<file path="config.mk">
export PLATFORM = sky130hd
export DESIGN_NAME = tfs_supervisor
export DESIGN_NICKNAME = d
export VERILOG_FILES = /design/src/core/tfs_pkg.sv /design/src/core/tfs_supervisor.sv
export SDC_FILE = /design/constraint.sdc
export NUM_CORES = 1
export LEC_CHECK = 0
export BUFFER_PORTS_ARGS = -buffer_cell sky130_fd_sc_hd__buf_2
export CAP_MARGIN = 20
export CORE_AREA = 2 2 178 180
export CTS_BUF_LIST = sky130_fd_sc_hd__clkbuf_16
export DETAILED_ROUTE_END_ITERATION = 10
export DIE_AREA = 0 0 180 182
export GPL_ROUTABILITY_DRIVEN = 0
export PLACE_DENSITY_LB_ADDON = 0.25
export SLEW_MARGIN = 10
export SYNTH_ARGS = -nofsm -noshare
export SYNTH_HDL_FRONTEND = slang
export SYNTH_SLANG_ARGS = --single-unit
</file>
<file path="constraint.sdc">
create_clock -name mclk -period 7.2 [get_ports mclk]
set_input_delay 0.36 -clock mclk [delete_from_list [all_inputs] [get_ports mclk]]
set_output_delay 0.36 -clock mclk [all_outputs]
set_load 0.01 [all_outputs]
</file>
<file path="src/core/tfs_pkg.sv">
package tfs_pkg;

   // ---------------------------------------------
   // geometry
   // ---------------------------------------------
   localparam int unsigned PAGES = 2;

   // ---------------------------------------------
   // command codes
   // ---------------------------------------------
   localparam logic [7:0] CMD_OVERTEMP_FAULT_LEVEL  = 8'h4F;
   localparam logic [7:0] CMD_OVERTEMP_FAULT_ACTION = 8'h50;
   localparam logic [7:0] CMD_OVERTEMP_WARNING      = 8'h51;
   localparam logic [7:0] CMD_UNDERTEMP_FAULT_LEVEL = 8'h53;

   // ---------------------------------------------
   // reset values
   // ---------------------------------------------
   localparam logic [15:0] RST_OVERTEMP_FAULT_LEVEL  = 16'h007D;
   localparam logic [7:0]  RST_OVERTEMP_FAULT_ACTION = 8'h84;
   localparam logic [15:0] RST_OVERTEMP_WARNING      = 16'h006E;
   localparam logic [15:0] RST_UNDERTEMP_FAULT_LEVEL = 16'hFFD8;

   // ---------------------------------------------
   // action field layout and codes
   // ---------------------------------------------
   localparam int unsigned BEHAV_MSB = 7;
   localparam int unsigned BEHAV_LSB = 6;
   localparam int unsigned RETRY_MSB = 5;
   localparam int unsigned RETRY_LSB = 3;
   localparam int unsigned DELAY_MSB = 2;
   localparam int unsigned DELAY_LSB = 0;
   localparam logic [1:0] BEHAV_CONTINUE = 2'h0;
   localparam logic [1:0] BEHAV_DISABLE  = 2'h2;
   localparam logic [2:0] RETRY_NONE     = 3'h0;
   localparam logic [2:0] RETRY_ALWAYS   = 3'h7;

   // ---------------------------------------------
   // temperature and timing
   // ---------------------------------------------
   localparam logic [17:0] HYST_DEGC        = 18'h00005;
   localparam int unsigned CLK_KHZ          = 125000;
   localparam int unsigned RETRY_STEP_MS    = 25;
   localparam int unsigned RETRY_STEP_CYCLES = RETRY_STEP_MS * CLK_KHZ;

   // ---------------------------------------------
   // types
   // ---------------------------------------------
   typedef struct packed {
      logic [15:0] ot_level;
      logic [7:0]  ot_action;
      logic [15:0] ot_warn;
      logic [15:0] ut_level;
   } tfs_cfg_type;

   typedef struct packed {
      logic ot_fault;
      logic ot_warn;
      logic ut_fault;
   } tfs_status_type;

   typedef logic [PAGES-1:0][15:0] tfs_temp_type;
   typedef tfs_status_type [PAGES-1:0] tfs_status_bus_type;

   typedef enum logic [1:0] {
      ST_OFF,
      ST_RUN,
      ST_WAIT,
      ST_LATCHED
   } tfs_state_type;

endpackage

</file>
<file path="src/core/tfs_supervisor.sv">
// Overview of operation
// over-temp fault clears only once temperature is 5 C below its level
// behaviour 00 keeps running, 10 disables and follows the retry setting, 01/11 unsupported
// over-temp fault pulls the alert line low and sets its status bit
// retry 000 keeps the rail off until restarted; 001-110 unsupported
// retry 111 restarts forever until commanded off or another shutdown
// delay code gives 25 ms per step, 0 for 000, 175 ms for 111
// action setting resets to 84h, latch off with delay code 100
// warning level is signed, 1 C per step, usable 0 to 150 C
// warning level resets to 006Eh, 110 C
// under-temp level is signed, 1 C per step, resets to FFD8h
// host keeps the under-temp level between -50 C and 150 C
// over-temp fault level is unsigned, resets to 125 C, trips above it
// under-temp fault clears only once temperature is 5 C above its level
// every page keeps its own settings; host access goes to selected page
// above the warning level a warning flag is raised, rail keeps running
`timescale 1ns/1ps
module tfs_supervisor #(
   parameter int unsigned retry_step_cycles = tfs_pkg::RETRY_STEP_CYCLES
) (
   input  wire logic                        mclk,
   input  wire logic                        rst,
   input  wire logic                        cmd_write,
   input  wire logic                        cmd_read,
   input  wire logic [7:0]                  cmd_code,
   input  wire logic                        cmd_page,
   input  wire logic [15:0]                 cmd_wdata,
   output logic      [15:0]                 cmd_rdata,
   output logic                             cmd_rvalid,
   input  wire tfs_pkg::tfs_temp_type       temp_sense,
   input  wire logic [tfs_pkg::PAGES-1:0]   rail_on_pin,
   input  wire logic [tfs_pkg::PAGES-1:0]   other_shutdown,
   output logic      [tfs_pkg::PAGES-1:0]   rail_enable,
   output tfs_pkg::tfs_status_bus_type      status,
   output logic                             fault_alert_line_n
);
   import tfs_pkg::*;

   // ---------------------------------------------
   // command decode
   // ---------------------------------------------
   // 0 = unmapped, 1..4 = the four settings
   function automatic logic [2:0] cmd_index(input logic [7:0] code);
      case (code)
         CMD_OVERTEMP_FAULT_LEVEL:  cmd_index = 3'h1;
         CMD_OVERTEMP_FAULT_ACTION: cmd_index = 3'h2;
         CMD_OVERTEMP_WARNING:      cmd_index = 3'h3;
         CMD_UNDERTEMP_FAULT_LEVEL: cmd_index = 3'h4;
         default:                   cmd_index = 3'h0;
      endcase
   endfunction

   tfs_cfg_type      cfg      [PAGES];
   logic [PAGES-1:0] rail_sync1;
   logic [PAGES-1:0] rail_sync2;
   logic [PAGES-1:0] alert_any;

   // ---------------------------------------------
   // rail control pin synchroniser
   // ---------------------------------------------
   always_ff @(posedge mclk) begin
      if (rst) begin
         rail_sync1 <= '0;
         rail_sync2 <= '0;
      end else begin
         rail_sync1 <= rail_on_pin;
         rail_sync2 <= rail_sync1;
      end
   end

   // ---------------------------------------------
   // per-page settings, comparators and response
   // ---------------------------------------------
   for (genvar g = 0; g < PAGES; g++) begin : gen_page
      tfs_cfg_type    next_cfg;
      tfs_status_type flags;
      tfs_status_type next_flags;
      tfs_state_type  state;
      tfs_state_type  next_state;
      logic [31:0]    cnt;
      logic [31:0]    next_cnt;
      logic [31:0]    delay_cycles;
      logic [17:0]    temp_x;
      logic [17:0]    ot_x;
      logic [17:0]    warn_x;
      logic [17:0]    ut_x;
      logic [1:0]     behav;
      logic [2:0]     retry;

      // settings writes for this page only
      always_comb begin
         next_cfg = cfg[g];
         if (cmd_write && (cmd_page == 1'(g))) begin
            case (cmd_index(cmd_code))
               3'h1:    next_cfg.ot_level  = cmd_wdata;
               3'h2:    next_cfg.ot_action = cmd_wdata[7:0];
               3'h3:    next_cfg.ot_warn   = cmd_wdata;
               3'h4:    next_cfg.ut_level  = cmd_wdata;
               default: next_cfg = cfg[g];
            endcase
         end
      end

      always_ff @(posedge mclk) begin
         if (rst) begin
            cfg[g].ot_level  <= RST_OVERTEMP_FAULT_LEVEL;
            cfg[g].ot_action <= RST_OVERTEMP_FAULT_ACTION;
            cfg[g].ot_warn   <= RST_OVERTEMP_WARNING;
            cfg[g].ut_level  <= RST_UNDERTEMP_FAULT_LEVEL;
         end else begin
            cfg[g] <= next_cfg;
         end
      end

      // 18-bit signed views of temperature and levels
      assign temp_x = {{2{temp_sense[g][15]}}, temp_sense[g]};
      assign ot_x   = {2'h0, cfg[g].ot_level};
      assign warn_x = {{2{cfg[g].ot_warn[15]}}, cfg[g].ot_warn};
      assign ut_x   = {{2{cfg[g].ut_level[15]}}, cfg[g].ut_level};

      // fault flags with hysteresis, warning flag without
      always_comb begin
         next_flags = flags;
         if ($signed(temp_x) > $signed(ot_x))
            next_flags.ot_fault = 1'b1;
         else if ($signed(temp_x) <= $signed(ot_x - HYST_DEGC))
            next_flags.ot_fault = 1'b0;
         next_flags.ot_warn = $signed(temp_x) > $signed(warn_x);
         if ($signed(temp_x) < $signed(ut_x))
            next_flags.ut_fault = 1'b1;
         else if ($signed(temp_x) >= $signed(ut_x + HYST_DEGC))
            next_flags.ut_fault = 1'b0;
      end

      always_ff @(posedge mclk) begin
         if (rst) begin
            flags <= '0;
         end else begin
            flags <= next_flags;
         end
      end

      assign behav        = cfg[g].ot_action[BEHAV_MSB:BEHAV_LSB];
      assign retry        = cfg[g].ot_action[RETRY_MSB:RETRY_LSB];
      // one step per code, so 111 gives seven steps
      assign delay_cycles = 32'(cfg[g].ot_action[DELAY_MSB:DELAY_LSB])
                            * 32'(retry_step_cycles);

      // rail response state machine
      always_comb begin
         next_state = state;
         next_cnt   = cnt;
         case (state)
            ST_OFF: begin
               if (rail_sync2[g] && !other_shutdown[g]) begin
                  next_state = ST_RUN;
               end
            end
            ST_RUN: begin
               if (!rail_sync2[g]) begin
                  next_state = ST_OFF;
               end else if (other_shutdown[g]) begin
                  next_state = ST_LATCHED;
               end else if (flags.ot_fault && behav == BEHAV_DISABLE) begin
                  next_cnt = '0;
                  if (retry == RETRY_ALWAYS)
                     next_state = ST_WAIT;
                  else
                     next_state = ST_LATCHED;
               end
            end
            ST_WAIT: begin
               if (!rail_sync2[g]) begin
                  next_state = ST_OFF;
               end else if (other_shutdown[g]) begin
                  next_state = ST_LATCHED;
               end else if (cnt >= delay_cycles) begin
                  next_state = ST_RUN;
               end else begin
                  next_cnt = cnt + 32'h1;
               end
            end
            ST_LATCHED: begin
               if (!rail_sync2[g]) begin
                  next_state = ST_OFF;
               end
            end
            default: next_state = ST_OFF;
         endcase
      end

      always_ff @(posedge mclk) begin
         if (rst) begin
            state <= ST_OFF;
            cnt   <= '0;
         end else begin
            state <= next_state;
            cnt   <= next_cnt;
         end
      end

      // outputs of this page
      assign rail_enable[g] = (state == ST_RUN) && rail_sync2[g] && !other_shutdown[g];
      assign status[g]      = flags;
      assign alert_any[g]   = flags.ot_fault || flags.ut_fault;
   end

   // ---------------------------------------------
   // alert line and readback
   // ---------------------------------------------
   logic        alert_n;
   logic        next_alert_n;
   logic [15:0] next_rdata;

   always_comb begin
      next_alert_n = !(|alert_any);
      next_rdata   = '0;
      case (cmd_index(cmd_code))
         3'h1:    next_rdata = cfg[cmd_page].ot_level;
         3'h2:    next_rdata = {8'h00, cfg[cmd_page].ot_action};
         3'h3:    next_rdata = cfg[cmd_page].ot_warn;
         3'h4:    next_rdata = cfg[cmd_page].ut_level;
         default: next_rdata = '0;
      endcase
   end

   always_ff @(posedge mclk) begin
      if (rst) begin
         alert_n    <= 1'b1;
         cmd_rdata  <= '0;
         cmd_rvalid <= 1'b0;
      end else begin
         alert_n    <= next_alert_n;
         cmd_rdata  <= cmd_read ? next_rdata : cmd_rdata;
         cmd_rvalid <= cmd_read;
      end
   end

   assign fault_alert_line_n = alert_n;

endmodule

</file>
Word-level counts from Yosys, hierarchy flattened
Memories as Yosys holds them, arrays and structs flattened. Cells that the tools add are included.

Output and inout bits: 26. Input bits: 65. Word-level logic and storage cells: 174. Memories kept: 1. Memory bits (writable): 112. Flip-flop bits (word level): 96.

Muxes and demuxes: 61. $mul: 2. Eq/ne operators: 46. Reductions and logical operators: 28. Order comparisons: 12. Bitwise operators: 3. Add/sub/neg operators: 6.

Memory list: cfg (words 2, width 56, rd ports 3, clocked after Yosys merged registers in 0, wr ports 2, RTL line tfs_supervisor.sv:53) `tfs_cfg_type cfg [PAGES];`.

Operator list (number): 32-bit two-way mux (12); 56-bit two-way mux (4); 32-bit one-hot mux with 2 select lines (2); 16-bit two-way mux (6); 32-bit by 1-bit adder with 32-bit output (second input constant) (2); 32-bit by 25-bit greater-or-equal comparator with 1-bit output (2); 16-bit one-hot mux with 4 select lines (1); 3-bit by 19-bit multiplier with 22-bit output (second input constant) (2); 16-bit by 4-bit adder with 17-bit output (second input constant) (2); 16-bit by 17-bit greater-or-equal comparator with 1-bit output (2); 16-bit by 17-bit greater-than comparator with 1-bit output (2); 16-bit by 17-bit less-or-equal comparator with 1-bit output (2); 16-bit by 3-bit subtractor with 17-bit output (second input constant) (2); 8-bit by 7-bit == test with 1-bit output (second input constant) (4); 16-bit greater-than comparator (2); 16-bit < comparator (2); 2-bit two-way mux (16); 2-bit != test (second input constant) (16); 3-bit by 2-bit == test with 1-bit output (second input constant) (6); 8-bit two-way mux (2); 4-bit != test (second input constant) (4); 2-bit one-hot mux with 4 select lines (2); 3-bit == test (second input constant) (5); 7-bit AND reduction (2); 15 further kinds (56).

Longest topological paths before layout
Depth in word-level cells: 7. Gate-level depth with buffers: 21. Depth with buffers taken out: 18.

Least setup slack after synthesis
OpenSTA, ideal clock, no wires.

Kind: reg-to-reg. Start point: memory cfg[1][32] in the netlist's numbering. End point: register gen_page[1].cnt[0]. Path slack: 2414 ps. Setup time: 128 ps. Cell stages (with the launch flop): 22. Required time: 7072 ps. Arrival time: 4659 ps. Buffers on the path: 3. Clock period less this slack: 4786 ps. Cell sequence: dfxtp_1 -> fa_1 -> ha_1 -> fa_1 -> nor2b_1 -> o21ai_0 -> nand2b_1 -> a21boi_0 -> o21ai_0 -> a21oi_1 -> xor2_1 -> ha_1 -> and4b_1 -> nand3_1 -> or4_1 -> a22o_1 -> buf_4 -> a21oi_4 -> buf_6 -> buf_8 -> xnor2_1 -> nor2_1.

RTL lines: start, declared (RTL line tfs_supervisor.sv:53); end signal, assigned (RTL line tfs_supervisor.sv:198) `cnt <= next_cnt;`; end, declared (RTL line tfs_supervisor.sv:80) `logic [31:0] cnt;`.

==> results.cfg <==
[outcome]
outcome = finished clean

[sta]
hold_viol = 0
finalCriticalPeriod_ns = 5.82
slew_violations = 0
rsz0062_at_grt = no
fmax_ghz = 0.172
period_share = 0.808
tightest_slew_ns = 1.18
slew_headroom = 0.216
setup_viol = 0
tns_ns = 0
skew_ns = 0.0101

[setup_path]
max_stage_delay_ns = 0.84
cp.buffers_inverters = 0
critPathLaunchType = register
crit_path_top_delay_cell = a21oi_4
path_cells = fa_1 > ha_1 > fa_1 > nor2b_1 > o21ai_0 > nand2b_1 > a21boi_0 > o21ai_0 > a21oi_1 > xor2_1 > ha_1 > and4b_1 > nand3_1 > or4_1 > a22o_1 > a21oi_4 > o21ai_1 > a21oi_1
end_kind = register
path_class = reg2reg
crit_family = compound AO/OA/AOI/OAI gates
path_max_fanout = 44
crit_arrival_ns = 6.28
worstPathRequired_ns = 7.66

[placed_design]
port_buffers = 90
dp_cells = 2396
dp_hpwl_um = 33800

[synthesis]
syn_inst = 1984
synth_fp_nets = 2289
synth-main-ff-cell = dfxtp_1
avgSynthCellArea_um2 = 8.01
ys_seq_area_frac = 0.262
syn_area_mm2 = 0.0159
ys_types = 75
synth.top_cell.area_share = 0.262
synth-edff-count = 0
synth_area_leaders = dfxtp_1, ha_1, nand2_1
synth_warnings = 0
synthArstFlopShare = 0
synth_top_area_cell = dfxtp_1
ys_seq_elements = 208

[clock_tree]
cts_num_sinks = 208
htreeDepth = 1
cts_root_buf = clkbuf_16
ctsResizeCount = 0
postCtsSetupBuffers = 0
clk_pin_slew_ns = 0.06
clock_latency_ns = 0.54
cts_buffer_depth = 3
cts_hold_buf = 0
numCtsBuffers = 25
cts_tree = built

[cells_and_area]
nFillCells = 2890
final_nets = 2326
layout.cells.non_filler = 2442
layout-drive-gt1-share = 0.0770
area_growth_pct = 8.99
seq_area_mm2 = 0.00416
multi_input_area_mm2 = 0.0108

[routing]
viasPerCell = 6.01
vias = 14700
dr.first_iter.drc_count = 1341
drc = 0
antenna_left = 0
routedWlPerCell_um = 18.3
dr.pass1.iters = 7
wl_um = 44700

[floorplanning]
num_io_pins = 91
rows = 65
start_util = 0.513
coreArea_mm2 = 0.0310
dieArea_mm2 = 0.0328
die_y_um = 182
die_x_um = 180

[power]
ir_drop_mv = 0.159
intPower_mw = 1.90
p_leak_nw = 7.46
powerDensity_mw_per_mm2 = 148
p_switching_mw = 0.665
pwr-share-comb = 0.080
power_frac_clock = 0.466
p_seq_frac = 0.453
switching_share = 0.259

[grt]
grt_pass1_vias = 13900
grt_overflow = 0
grt_pass1_wl_um = 71500
grt_max_degree = 56
antenna_found_initial = 2
grt_util_all_layers = 0.264

[worst_hold_path]
hold_class = in2reg

[flow_run]
max-cap-violations = 0
==> metal layers <==
| metal | global-route usage | routed length, µm | vias to the layer above |
|---|---|---|---|
| met5 | 0 | 13 | - |
| met4 | 0.101 | 1780 | 2 |
| met3 | 0.0325 | 2310 | 101 |
| met2 | 0.456 | 21000 | 443 |
| met1 | 0.337 | 19600 | 6889 |
| li1 | - | - | 7235 |
==> cells in the final DEF, fill, tap and decap left out, drive strengths merged, types with 5 or more instances in the layout <==
cell	n
nand2b	27
and4	16
a211oi	8
a31oi	12
nor4	19
nor3b	5
inv	152
o2111ai	6
dfxtp	208
clkinv	7
a21oi	166
xnor2	63
clkbuf	25
or3	9
nand4b	5
o21ai	76
a31o	6
nand2	251
o31ai	16
buf	100
o21a	18
nand4	52
nor4b	6
nor3	33
fa	6
a221o	7
a21o	39
o211ai	58
and2	14
and3	26
mux2i	34
nor2	100
or4	15
ha	234
nor2b	46
a221oi	6
a222oi	16
nand3	69
xor2	27
==> worst register-to-register path: stages (launching register included) <==
cell,delay (ns)
dfxtp_1,0.55
fa_1,0.52
ha_1,0.29
fa_1,0.47
nor2b_1,0.17
o21ai_0,0.17
nand2b_1,0.13
a21boi_0,0.29
o21ai_0,0.13
a21oi_1,0.18
xor2_1,0.09
ha_1,0.30
and4b_1,0.20
nand3_1,0.12
or4_1,0.59
a22o_1,0.34
a21oi_4,0.84
o21ai_1,0.21
a21oi_1,0.17
==> worst paths after layout <==
| path | depth (start not counted) | from | endpoint | slack, ns |
|---|---|---|---|---|
| max | 18 | cfg[1][32] | gen_page[1].cnt[2] | 1.38 |
| min | 2 | rail_on_pin[0] | rail_sync1[0] | 0.04 |
| max reg2reg | 18 | cfg[1][32] | gen_page[1].cnt[2] | 1.38 |
| min reg2reg | 1 | rail_sync1[0] | rail_sync2[0] | 0.44 |
==> metrics by stage <==
step | utilization | area (µm²) | setup WS (ns) | power, mW | hold WS, ns
after detailed placement | 0.535 | 16600 | 1.47 | 1.39 | 0.425
final | 0.559 | 17300 | 1.38 | 2.56 | 0.0431
after global placement | 0.535 | 16600 | 1.62 | 1.38 | 0.419
after floorplan | - | 15900 | 2.41 | 1.31 | 0.414
after CTS | 0.559 | 17300 | 1.43 | 2.58 | 0.0284
after global routing | 0.559 | 17300 | 0.982 | 2.64 | 0.0643
==> Yosys cell counts (18+ instances only) <==
cell type and instances:
nand2_1 251, nand4_1 52, a21o_1 39, clkbuf_1 77
o21ai_0 57, o21a_1 18, xnor2_1 63, dfxtp_1 208
nand3_1 69, o21ai_1 19, nand2b_1 27, a21oi_1 163
inv_1 142, nor2_1 100, o211ai_1 58, and3_1 26
ha_1 234, nor2b_1 46, nor3_1 33, xor2_1 27
mux2i_1 34
==> area by class of cell <==
class / instances / share of cell area
Inverter: 144 / 0.0312
Sequential cell: 208 / 0.240
Clock buffer: 25 / 0.0361
Tap cell: 402 / 0.0290
Multi-Input combinational cell: 1542 / 0.625
Clock inverter: 19 / 0.00715
Antenna cell: 2 / 0.000289
Timing Repair Buffer: 100 / 0.0305
==> cells by family after synthesis <==
family,count (synthesis),share of synthesized area
flops,208,0.262
compound gates,472,0.195
mux,36,0.0228
buf+inv,234,0.0573
fa+ha+maj,240,0.192
simple gates,704,0.222
xor+xnor,90,0.0496
==> sequential cells by signal, summed over array words and instances (netlist names) <==
| signal | cells |
|---|---|
| rail_sync2 | 2 |
| gen_page.cnt | 64 |
| fault_alert_line_n | 1 |
| gen_page.state | 4 |
| cmd_rvalid | 1 |
| rail_sync1 | 2 |
| status | 6 |
| cfg | 112 |
| cmd_rdata | 16 |
==> power by group through the flow <==
stage | Combinational [mW] | Clock (mW) | Sequential [mW]
floorplan | 0.119 | 0 | 1.19
global placement | 0.197 | 0 | 1.19
detailed placement | 0.203 | 0 | 1.19
CTS | 0.205 | 1.21 | 1.16
global route | 0.229 | 1.25 | 1.16
finish | 0.206 | 1.20 | 1.16
No activity file was read; power rests on OpenSTA's default activity.
